<file path="src/lsp_pkg.sv">
// Purpose: constants and state type for the low-speed serdes pll control registers
// Assumes: axi4-lite, 32-bit data, 16-bit registers in the low half of each word
// Notes:   byte address of a register is four times its index
package lsp_pkg;

    // ==========================================================
    // bus and lanes
    localparam int          LSP_ADDR_W    = 8;
    localparam int          LSP_LANES     = 4;
    localparam logic [1:0]  LSP_RESP_OKAY = 2'h0;
    localparam logic [1:0]  LSP_RESP_SLV  = 2'h2;

    // ==========================================================
    // register indices
    localparam logic [5:0]  LSP_PWR_IDX     = 6'h01;
    localparam logic [5:0]  LSP_STAT_IDX    = 6'h02;
    localparam logic [5:0]  LSP_CTL_ONE_IDX = 6'h06;
    localparam logic [5:0]  LSP_CTL_TWO_IDX = 6'h07;

    // ==========================================================
    // reset values
    localparam logic [15:0] LSP_CTL_ONE_RST = 16'hf115;
    localparam logic [15:0] LSP_CTL_TWO_RST = 16'hdc04;
    localparam logic [15:0] LSP_PWR_RST     = 16'h0000;

    // ==========================================================
    // field positions
    localparam int LSP_MASK_LSB   = 12;
    localparam int LSP_BW_LSB     = 8;
    localparam int LSP_PLL_EN_BIT = 4;
    localparam int LSP_MPY_LSB    = 0;
    localparam int LSP_AMP_LSB    = 12;
    localparam int LSP_LOS_BIT    = 11;
    localparam int LSP_GPD_BIT    = 15;

    typedef struct packed {
        logic                        aw_rdy;
        logic                        aw_full;
        logic [LSP_ADDR_W-1:0]       aw_addr;
        logic                        w_rdy;
        logic                        w_full;
        logic [15:0]                 w_data;
        logic [1:0]                  w_strb;
        logic                        bvalid;
        logic [1:0]                  bresp;
        logic                        ar_rdy;
        logic                        rvalid;
        logic [1:0]                  rresp;
        logic [31:0]                 rdata;
        logic [15:0]                 ctl_one;
        logic [15:0]                 pwr;
        logic [LSP_LANES-1:0][15:0]  ctl_two;
        logic                        pll_on;
    } lsp_state_t;

    localparam lsp_state_t LSP_STATE_RST = '{
        aw_rdy  : 1'b1,
        w_rdy   : 1'b1,
        ar_rdy  : 1'b1,
        ctl_one : LSP_CTL_ONE_RST,
        pwr     : LSP_PWR_RST,
        ctl_two : {LSP_LANES{LSP_CTL_TWO_RST}},
        pll_on  : 1'b1,
        default : '0
    };

endpackage

</file>
<file path="src/lsp_ctrl_regs.sv">
// Purpose: management registers for the low-speed serdes pll, swing and loss-of-signal controls
// Assumes: aresetn synchronous active low; ce low freezes every flop
// Notes:   the second control register is held once per lane
`timescale 1ns/1ps
module lsp_ctrl_regs
    import lsp_pkg::*;
(
    input  wire logic                         aclk,
    input  wire logic                         aresetn,
    input  wire logic                         ce,
    input  wire logic                         channel_powerdown_n,
    input  wire logic [LSP_ADDR_W-1:0]        s_axi_awaddr,
    input  wire logic [2:0]                   s_axi_awprot,
    input  wire logic                         s_axi_awvalid,
    output logic                              s_axi_awready,
    input  wire logic [31:0]                  s_axi_wdata,
    input  wire logic [3:0]                   s_axi_wstrb,
    input  wire logic                         s_axi_wvalid,
    output logic                              s_axi_wready,
    output logic [1:0]                        s_axi_bresp,
    output logic                              s_axi_bvalid,
    input  wire logic                         s_axi_bready,
    input  wire logic [LSP_ADDR_W-1:0]        s_axi_araddr,
    input  wire logic [2:0]                   s_axi_arprot,
    input  wire logic                         s_axi_arvalid,
    output logic                              s_axi_arready,
    output logic [31:0]                       s_axi_rdata,
    output logic [1:0]                        s_axi_rresp,
    output logic                              s_axi_rvalid,
    input  wire logic                         s_axi_rready,
    output logic                              ls_pll_on,
    output logic [1:0]                        ls_pll_bw_select,
    output logic [3:0]                        ls_pll_multiplier,
    output logic [LSP_LANES*3-1:0]            ls_output_amplitude,
    output logic [LSP_LANES-1:0]              ls_signal_loss_detect_on
);

    // ==========================================================
    // helpers
    lsp_state_t s_q;
    lsp_state_t s_d;
    logic       wr_go;

    function automatic logic [5:0] reg_idx(input logic [LSP_ADDR_W-1:0] a);
        return a[LSP_ADDR_W-1:2];
    endfunction

    function automatic logic [15:0] merge(input logic [15:0] old, input logic [15:0] nw,
                                          input logic [1:0] strb);
        return {strb[1] ? nw[15:8] : old[15:8], strb[0] ? nw[7:0] : old[7:0]};
    endfunction

    // lowest lane enabled in the mask is the one read back; empty mask reads lane 0
    function automatic int read_lane(input logic [LSP_LANES-1:0] m);
        int k;
        k = 0;
        for (int i = LSP_LANES - 1; i >= 0; i--) begin
            if (m[i]) begin
                k = i;
            end
        end
        return k;
    endfunction

    assign wr_go = s_q.aw_full && s_q.w_full && !s_q.bvalid;

    // ==========================================================
    // next state
    always_comb begin
        logic [LSP_LANES-1:0] mask;
        logic [5:0]           widx;
        logic [5:0]           ridx;
        s_d  = s_q;
        mask = s_q.ctl_one[LSP_MASK_LSB +: LSP_LANES];
        widx = reg_idx(s_q.aw_addr);
        ridx = reg_idx(s_axi_araddr);

        // address and data are taken independently, in either order
        if (s_axi_awvalid && s_q.aw_rdy) begin
            s_d.aw_full = 1'b1;
            s_d.aw_addr = s_axi_awaddr;
        end
        if (s_axi_wvalid && s_q.w_rdy) begin
            s_d.w_full = 1'b1;
            s_d.w_data = s_axi_wdata[15:0];
            s_d.w_strb = s_axi_wstrb[1:0];
        end
        if (s_q.bvalid && s_axi_bready) begin
            s_d.bvalid = 1'b0;
        end

        if (wr_go) begin
            s_d.aw_full = 1'b0;
            s_d.w_full  = 1'b0;
            s_d.bvalid  = 1'b1;
            s_d.bresp   = LSP_RESP_OKAY;
            case (widx)
                LSP_CTL_ONE_IDX: begin
                    s_d.ctl_one = merge(s_q.ctl_one, s_q.w_data, s_q.w_strb);
                end
                LSP_CTL_TWO_IDX: begin
                    for (int l = 0; l < LSP_LANES; l++) begin
                        if (mask[l]) begin
                            s_d.ctl_two[l] = merge(s_q.ctl_two[l], s_q.w_data, s_q.w_strb);
                        end
                    end
                end
                LSP_PWR_IDX: begin
                    s_d.pwr = merge(s_q.pwr, s_q.w_data, s_q.w_strb);
                end
                LSP_STAT_IDX: begin
                    s_d.bresp = LSP_RESP_OKAY;
                end
                default: begin
                    s_d.bresp = LSP_RESP_SLV;
                end
            endcase
        end
        s_d.aw_rdy = !s_d.aw_full;
        s_d.w_rdy  = !s_d.w_full;

        if (s_q.rvalid && s_axi_rready) begin
            s_d.rvalid = 1'b0;
        end
        if (s_axi_arvalid && s_q.ar_rdy) begin
            s_d.rvalid = 1'b1;
            s_d.rresp  = LSP_RESP_OKAY;
            s_d.rdata  = '0;
            case (ridx)
                LSP_CTL_ONE_IDX: begin
                    s_d.rdata[15:0] = s_q.ctl_one;
                end
                LSP_CTL_TWO_IDX: begin
                    s_d.rdata[15:0] = s_q.ctl_two[read_lane(mask)];
                end
                LSP_PWR_IDX: begin
                    s_d.rdata[15:0] = s_q.pwr;
                end
                LSP_STAT_IDX: begin
                    s_d.rdata[1:0] = {channel_powerdown_n, s_q.pll_on};
                end
                default: begin
                    s_d.rresp = LSP_RESP_SLV;
                end
            endcase
        end
        s_d.ar_rdy = !s_d.rvalid;

        s_d.pll_on = s_q.ctl_one[LSP_PLL_EN_BIT] && channel_powerdown_n && !s_q.pwr[LSP_GPD_BIT];
    end

    // ==========================================================
    // state register
    always_ff @(posedge aclk) begin
        if (!aresetn) begin
            s_q <= LSP_STATE_RST;
        end else if (ce) begin
            s_q <= s_d;
        end
    end

    // ==========================================================
    // outputs, all slices of the state flops
    assign s_axi_awready     = s_q.aw_rdy;
    assign s_axi_wready      = s_q.w_rdy;
    assign s_axi_bvalid      = s_q.bvalid;
    assign s_axi_bresp       = s_q.bresp;
    assign s_axi_arready     = s_q.ar_rdy;
    assign s_axi_rvalid      = s_q.rvalid;
    assign s_axi_rresp       = s_q.rresp;
    assign s_axi_rdata       = s_q.rdata;
    assign ls_pll_on         = s_q.pll_on;
    assign ls_pll_bw_select  = s_q.ctl_one[LSP_BW_LSB +: 2];
    assign ls_pll_multiplier = s_q.ctl_one[LSP_MPY_LSB +: 4];

    for (genvar g = 0; g < LSP_LANES; g++) begin : g_lane
        // swing and loss detect per lane
        assign ls_output_amplitude[g*3 +: 3]  = s_q.ctl_two[g][LSP_AMP_LSB +: 3];
        assign ls_signal_loss_detect_on[g]    = s_q.ctl_two[g][LSP_LOS_BIT];
    end
endmodule // lsp_ctrl_regs

</file>
<file path="config.mk">
export PLATFORM = sky130hd
export DESIGN_NAME = lsp_ctrl_regs
export DESIGN_NICKNAME = d
export VERILOG_FILES = /design/src/lsp_pkg.sv /design/src/lsp_ctrl_regs.sv
export SDC_FILE = /design/constraint.sdc
export NUM_CORES = 1
export LEC_CHECK = 0
export ABC_AREA = 1
export BUFFER_PORTS_ARGS = -buffer_cell sky130_fd_sc_hd__buf_4
export CORE_MARGIN = 2
export CORE_UTILIZATION = 56
export DETAILED_ROUTE_END_ITERATION = 10
export PLACE_DENSITY = 0.8
export SLEW_MARGIN = 20
export SYNTH_ARGS = -nofsm -noshare
export SYNTH_HDL_FRONTEND = slang
export SYNTH_SLANG_ARGS = --single-unit
</file>
<file path="constraint.sdc">
create_clock -name aclk -period 2.1 [get_ports aclk]
set_clock_uncertainty 0.2 [all_clocks]
set_input_delay 0.42 -clock aclk [delete_from_list [all_inputs] [get_ports aclk]]
set_output_delay 0.42 -clock aclk [all_outputs]
set_load 0.01 [all_outputs]
</file>
Word level (Yosys, flattened, before mapping)
Cells that the tools add are included.
- add/subtract/negate cells: 0
- multipliers: 0
- divide/modulo/power cells: 0
- $lt $le $gt $ge: 1
- equality and inequality tests: 8
- shift operators: 0
- multiplexer cells: 21
- bitwise gates (word level): 0
- reduce and logical (&&, ||, !) cells: 34
- operator list (operator ; count):
    32-bit 2-to-1 mux ; 5
    14-bit case mux with 3 select lines ; 1
    5-bit AND reduction ; 8
    35-bit 2-to-1 mux ; 1
    16-bit binary-select mux with 2-bit select ; 1
    32-bit by 4-bit < comparator with 1-bit output (second input constant) ; 1
    16-bit 2-to-1 mux ; 2
    6-bit by 3-bit equality test with 1-bit output (second input constant) ; 4
    19-bit 2-to-1 mux ; 1
    4-bit AND reduction ; 4
    6-bit by 1-bit equality test with 1-bit output (second input constant) ; 2
    6-bit by 2-bit equality test with 1-bit output (second input constant) ; 2
    2-bit AND reduction ; 5
    1-bit logical AND ; 9
    9-bit 2-to-1 mux ; 1
    2-bit case mux with 4 select lines ; 1
    4-bit OR reduction ; 2
    2-bit 2-to-1 mux ; 3
    1-bit zero test ; 5
    1-bit 2-to-1 mux ; 4
    3-bit 2-to-1 mux ; 1
    2-bit nonzero test ; 1
- flip-flop bits (word level): 150
- bits in latches: 0
- memory bits (writable): 0
- memory bits (read-only): 0
- input bits: 67
- output and inout port bits: 64
- memories: 0

Longest topological paths before layout
Gate-level depths: netlist of run 1.
- depth in word-level cells: 12
- gate-level depth with buffers: 10

Least setup slack after synthesis of run 1
Ideal clock, no wire load.
- path kind: input to register
- start: input port ce
- end: register s_q (netlist bit s_axi_rdata[10])
- library setup time: 119 ps
- arrival: 1332 ps
- data required time: 1781 ps
- slack: 449 ps
- cell stages on the path: 7
- path through: buf_4 > inv_2 > nor2_1 > clkbuf_1 > o21ai_0 > a21oi_1 > a21oi_1
- longest elaborated chain between the ends: 1
- ends and longest elaborated chain (what ; RTL line ; source):
    start, declared ; lsp_ctrl_regs.sv:10 ; input wire logic ce,
    2-bit AND reduction (no source line) ; n/a ;
    end signal, assigned ; lsp_ctrl_regs.sv:156 ; s_q <= LSP_STATE_RST;
    end signal, assigned ; lsp_ctrl_regs.sv:158 ; s_q <= s_d;
    end, declared ; lsp_ctrl_regs.sv:40 ; lsp_state_t s_q;
Every way passes these cells.
A chain may end at the register's enable or synchronous reset.

Final worst setup path of run 1
- start: register s_q[154] (netlist bit)
- end: register s_q (netlist bit ls_pll_multiplier[3])
- longest elaborated chain between the ends: 3
- ends and longest elaborated chain (what ; RTL line ; source):
    1-bit logical AND (2 in series) ; lsp_ctrl_regs.sv:65 ; assign wr_go = s_q.aw_full && s_q.w_full && !s_q.bvalid;
    4-bit AND reduction (no source line) ; n/a ;
Every way passes these cells.

==> impl_metrics.py, run 1 <==
metrics = {
    "setup_path": {
        "cp.arrival_ns": 2.02,
        "worst-setup-path-type": "flop to flop",
        "cp_cell_sequence": "inv_1, nor2_2, nand2_2, clkinv_2, nand2_1, nor2_1, nand3_1, nor2_1, nor2_1",
        "required_ns": 2.21,
        "reg2reg_slack_ns": 0.19,
        "end_kind": "flop",
        "critPathLaunchType": "flop",
        "critPathMaxStageDelay_ns": 0.34,
        "crit_top_cell": "nor2_1",
        "cp_slowest_cell": "dfxtp_1",
        "cp_max_fo": 8,
    },
    "clock_network": {
        "ctsResizeCount": 0,
        "clock_path_buffers": 2,
        "cts-buffers-inserted": 17,
        "cts_tree": "built",
        "clk_pin_slew_ns": 0.06,
        "ctsHtreeMaxLevel": 4,
        "clock-root-buffer": "clkbuf_16",
        "post_cts_buffers": 0,
        "clk_latency_ns": 0.42,
        "cts_sinks": 146,
        "holdBufCountCts": 0,
    },
    "routing": {
        "drcViolationCount": 0,
        "routed_wl_mm": 17.5,
        "drt_pass1_iterations": 6,
        "routed-via-count": 6290,
        "initialDrtViolationCount": 513,
        "routed_via_density": 5.34,
        "wl_per_cell_um": 14.9,
        "postRouteAntennaNets": 0,
    },
    "hold_path": {
        "hold_path_class": "primary input to flop",
    },
    "synthesis": {
        "synthesis.instances": 958,
        "async_flop_share_pct": 0,
        "synth_edf_count": 0,
        "synth_seq_cells": 146,
        "synth_flop_cell": "dfxtp_1",
        "synth_cell_type_count": 32,
        "syn-mean-instance-area_sq_um": 7.29,
        "syn_area_sq_mm": 0.00698,
        "ys_warn_count": 0,
        "yosysSeqAreaShare_pct": 41.9,
    },
    "global_routing": {
        "grt_first_pass_wirelength_mm": 28.2,
        "antenna_found_initial": 0,
        "grt_pass1_vias": 5694,
        "grt_overflow": 0,
        "grt_usage_pct": 26.7,
        "grt_max_degree": 104,
    },
    "floorplanning": {
        "ios": 131,
        "std_cell_rows": 40,
        "die_w_um": 116,
        "die_area_sq_mm": 0.0134,
        "core-area_sq_mm": 0.0121,
        "die_h_um": 116,
        "start_util_pct": 57.7,
    },
    "layout": {
        "layout-drive-gt1-share_pct": 17.1,
        "final_common_cell": "nand2_1",
        "final_util_pct": 66.4,
        "seqCellArea_sq_mm": 0.00292,
        "area_delta_synth_final_pct": 15.2,
        "nFillCells": 1065,
        "fin_nets": 1065,
        "multi_input_comb_area_sq_mm": 0.00298,
        "n_antenna_cell": 0,
        "mostFrequentLayoutCells": "163 x nand2_1, 146 x dfxtp_1, 124 x nand3_1",
    },
    "sta": {
        "slew_violations": 0,
        "max_freq_ghz": 0.524,
        "setup-violations-final": 0,
        "period_share_pct": 90.9,
        "tightest_slew_ns": 0.518,
        "min_period_ns": 1.91,
        "fin_setup_tns_ns": 0,
        "finalHoldViolations": 0,
        "maxSlewHeadroom_pct": 65.2,
        "rsz0062_at_grt": "false",
    },
    "job": {
        "cap_violations": 0,
    },
    "pwr": {
        "p_leak_nw": 3.64,
        "pwr_density_cell_mw_per_mm2": 783,
        "ir_worst_vdd_uv": 524,
    },
    "place": {
        "gp_congestion": 0.832,
        "dpl.hpwl_mm": 11.3,
        "port_buffers": 84,
    },
    "run_status": {
        "status": "complete, no violations",
    },
}
[synthesized netlist by cell type, drive strengths merged (2+ instances only)]
cell type / n / area share [%]
nor3: 3 / 0.52
o211ai: 24 / 2.9
o22ai: 2 / 0.18
a21oi: 115 / 8.2
nand3: 125 / 9.0
inv: 117 / 6.3
nand2: 173 / 9.9
clkinv: 2 / 0.13
buf: 75 / 8.4
dfxtp: 146 / 42
nand4: 6 / 0.54
o21ai: 86 / 6.2
a211oi: 2 / 0.21
clkbuf: 30 / 1.6
nor2: 47 / 3.6
[final timing paths]
| kind | start | end | depth (start not counted) |
|---|---|---|---|
| min reg2reg | s_q[163] | s_q[163] | 2 |
| min | s_axi_awaddr[7] | s_q[163] | 3 |
| max | s_q[154] | ls_pll_multiplier[3] | 9 |
| max reg2reg | s_q[154] | ls_pll_multiplier[3] | 9 |
[through the flow]
| stage | setup slack, ns | instances | cell area [sq um] | power [mW] | hold WS (ns) |
|---|---|---|---|---|---|
| 3_5_place_dp | 0.242 | 1147 | 7450 | 3.36 | 0.249 |
| 6_report | 0.190 | 1178 | 8040 | 6.30 | 0.0759 |
| 4_1_cts | 0.207 | 1178 | 8040 | 6.30 | 0.0750 |
| 2_1_floorplan | 0.449 | 975 | 7050 | 3.22 | 0.235 |
| 3_3_place_gp | 0.275 | 1147 | 7450 | 3.35 | 0.243 |
| 5_1_grt | 0.0424 | 1178 | 8040 | 6.50 | 0.0822 |
[flip-flops by register name, indices dropped and copies added (netlist names)]
signal	count
ls_output_amplitude	12
s_axi_wready	1
s_q	100
s_axi_rdata	16
s_axi_arready	1
s_axi_rvalid	1
s_axi_bresp	1
s_axi_bvalid	1
ls_pll_on	1
ls_pll_multiplier	4
s_axi_rresp	1
ls_pll_bw_select	2
ls_signal_loss_detect_on	4
s_axi_awready	1
[kinds of logic (layout without fill, tap and decap cells)]
logic type	count (synthesis)	after routing	synth area share, %
AO/OA/AOI/OAI	231	231	17.9
buffers and inverters	224	259	16.4
flip-flops	146	146	41.9
other	1	18	0.0537
AND/OR/NAND/NOR	356	356	23.8
[worst max-delay path, delay by kind of cell (launching register included)]
family                 cells  cell delay (ns)
buffers and inverters      2             0.21
AND/OR/NAND/NOR            7             1.03
flip-flops                 1             0.34
[routing by layer]
| layer | up-vias | GRT usage [%] | wire (um) |
|---|---|---|---|
| met3 | 18 | 6.28 | 1460 |
| met1 | 2879 | 35.8 | 7450 |
| li1 | 3140 | - | - |
| met4 | 0 | 9.76 | 244 |
| met5 | - | 0 | 0 |
| met2 | 253 | 42.3 | 8370 |
[report_power, final]
part / total (mW) / internal [mW] / switching, mW
clock network: 2.99 / 1.85 / 1.13
registers: 2.90 / 2.84 / 0.0656
logic: 0.405 / 0.160 / 0.245
total: 6.30 / 4.85 / 1.45
[final cells by class]
cell class | count | share of cell area [%]
clock buffer | 21 | 5.97
clock inverter | 10 | 1.34
inverter | 119 | 5.57
multi-input combinational | 605 | 37.1
sequential | 146 | 36.3
tap | 168 | 2.61
timing repair buffer | 109 | 11.1
No activity file was read; power rests on OpenSTA's default activity.
==> inputs of run 2 (changes only) <==
--- a/config.mk
+++ b/config.mk
@@ -7,7 +7,7 @@
 export LEC_CHECK = 0
 export ABC_AREA = 1
 export BUFFER_PORTS_ARGS = -buffer_cell sky130_fd_sc_hd__buf_4
-export CORE_MARGIN = 2
+export CORE_MARGIN = 4
 export CORE_UTILIZATION = 56
 export DETAILED_ROUTE_END_ITERATION = 10
 export PLACE_DENSITY = 0.8
==> run 2 against run 1 <==
Against the previous run:
- first-iteration DRC count decreased by 6.0%
- setup slack improved by 0.025 ns
- fmax up 1.3%
- via count shrank 2.3%
- non-clock buffer count decreased by 4
- wire length shrank 4.8%
- utilization down 0.17 points
- die area grew 7.0%
- register-to-register slack improved by 0.03 ns
- design area decreased by 0.25%
- hold slack worse by 0.00074 ns
- largest cell class unchanged
==> impl_metrics.py, run 2 (synthesis gave the netlist of run 1 again) <==
metrics = {
    "clock_network": {
        "clk_pin_slew_ns": 0.06,
        "clk_latency_ns": 0.42,
        "post_cts_buffers": 0,
        "cts_tree": "built",
        "cts_sinks": 146,
        "cts-buffers-inserted": 17,
        "ctsHtreeMaxLevel": 4,
        "clock_path_buffers": 2,
        "clock-root-buffer": "clkbuf_16",
        "holdBufCountCts": 0,
    },
    "routing": {
        "routed_wl_mm": 16.7,
        "initialDrtViolationCount": 482,
        "wl_per_cell_um": 14.2,
        "routed_via_density": 5.23,
        "routed-via-count": 6145,
        "postRouteAntennaNets": 0,
        "drt_pass1_iterations": 5,
        "drcViolationCount": 0,
    },
    "setup_path": {
        "end_kind": "flop",
        "crit_top_cell": "nand2_1",
        "critPathBufInv": 2,
        "required_ns": 2.19,
        "cp_slowest_cell": "dfxtp_1",
        "critPathLaunchType": "flop",
        "crit_family": "simple AND/OR/NAND/NOR gates",
        "cp.arrival_ns": 1.98,
        "critPathMaxStageDelay_ns": 0.33,
        "cp_max_fo": 13,
        "cp_cell_sequence": "inv_1, nor2_2, nand2_2, clkinv_2, nand2_4, nor2_4, nand2_1, nand2_1, o211ai_1",
        "worst-setup-path-type": "flop to flop",
    },
    "floorplanning": {
        "start_util_pct": 57.7,
        "die_w_um": 120,
        "die_area_sq_mm": 0.0143,
        "core-area_sq_mm": 0.0121,
        "ios": 131,
        "std_cell_rows": 40,
        "die_h_um": 120,
    },
    "sta": {
        "slew_violations": 0,
        "max_freq_ghz": 0.531,
        "rsz0062_at_grt": "false",
        "min_period_ns": 1.88,
        "period_share_pct": 89.7,
        "setup_slack_ns": 0.216,
        "fin_setup_tns_ns": 0,
        "tightest_slew_ns": 0.560,
        "finalHoldViolations": 0,
        "setup-violations-final": 0,
        "maxSlewHeadroom_pct": 62.6,
    },
    "global_routing": {
        "grt_max_degree": 53,
        "grt_pass1_vias": 5621,
        "antenna_found_initial": 0,
        "grt_usage_pct": 23.6,
        "grt_first_pass_wirelength_mm": 27.5,
        "grt_overflow": 0,
    },
    "pwr": {
        "pwr_density_cell_mw_per_mm2": 788,
        "total_power_mw": 6.32,
        "p_leak_nw": 3.63,
        "ir_worst_vdd_uv": 558,
    },
    "run_status": {
        "status": "complete, no violations",
    },
    "layout": {
        "finalNonFillerCells": 1174,
        "area_delta_synth_final_pct": 14.9,
        "fin_nets": 1061,
        "largest_reg_flops": 100,
        "layout-drive-gt1-share_pct": 16.5,
        "final_common_cell": "nand2_1",
        "mostFrequentLayoutCells": "163 x nand2_1, 146 x dfxtp_1, 123 x nand3_1",
        "n_antenna_cell": 0,
        "top_register": "s_q",
    },
    "job": {
        "cap_violations": 0,
    },
    "place": {
        "place_inst": 1143,
        "gp_congestion": 0.822,
        "dpl.hpwl_mm": 11.4,
        "pre_cts_slack_ns": 0.221,
        "port_buffers": 84,
    },
    "hold_path": {
        "hold_path_class": "primary input to flop",
    },
}
## run 2: cell types whose count changed in the layout (fill, tap and decap cells not counted), sizes merged
cell	before	now
buf	109	105
clkbuf	21	27
clkinv	7	4
clkinvlp	3	0
## run 2: repair_timing
action	in CTS	in global routing
endpoints found under the setup margin	0	4
gates resized for setup	0	1
hold endpoints to repair	0	0
## run 2: area by class of cell
type	instances	area (sq um)
Tap cell	168	210
Sequential cell	146	2920
Fill cell	1076	4090
Clock buffer	27	523
Inverter	119	448
Multi-Input combinational cell	605	2990
Timing Repair Buffer	105	863
Clock inverter	4	70.1
## run 2: worst register-to-register path: stages, from the launching register on
cell and delay (ns):
dfxtp_1 0.33, inv_1 0.07, nor2_2 0.09, nand2_2 0.12, clkinv_2 0.14, nand2_4 0.11
nor2_4 0.14, nand2_1 0.30, nand2_1 0.17, o211ai_1 0.09
## run 2: worst paths after layout
kind         slack, ns                       to  depth (start not counted)             from
min               0.08                 s_q[159]                          3  s_axi_awaddr[3]
max reg2reg       0.22  ls_output_amplitude[11]                          9         s_q[154]
max               0.22  ls_output_amplitude[11]                          9         s_q[154]
min reg2reg       0.25                 s_q[163]                          2         s_q[163]
## run 2: report_power, final
part           internal, mW  switching [mW]  total, mW
sequential             2.84          0.0639       2.90
combinational         0.158           0.241      0.398
clock                  1.93            1.09       3.02
total                  4.92            1.39       6.32
## run 2: per-layer routing
| metal | up-vias | track usage, % | wire length (um) |
|---|---|---|---|
| li1 | 3132 | - | - |
| met1 | 2759 | 31.4 | 7490 |
| met2 | 230 | 37.1 | 7590 |
| met3 | 24 | 5.94 | 1330 |
| met4 | 0 | 9.09 | 272 |
| met5 | - | 0 | 0 |
## run 2: metrics by stage
step           hold WS, ns  utilization [%]  instance area, sq um
6_report            0.0752             66.2                  8020
5_1_grt             0.0832             66.2                  8020
4_1_cts             0.0652             66.2                  8020
3_5_place_dp         0.249             61.3                  7420
3_3_place_gp         0.244             61.3                  7420
2_1_floorplan        0.235                -                  7050
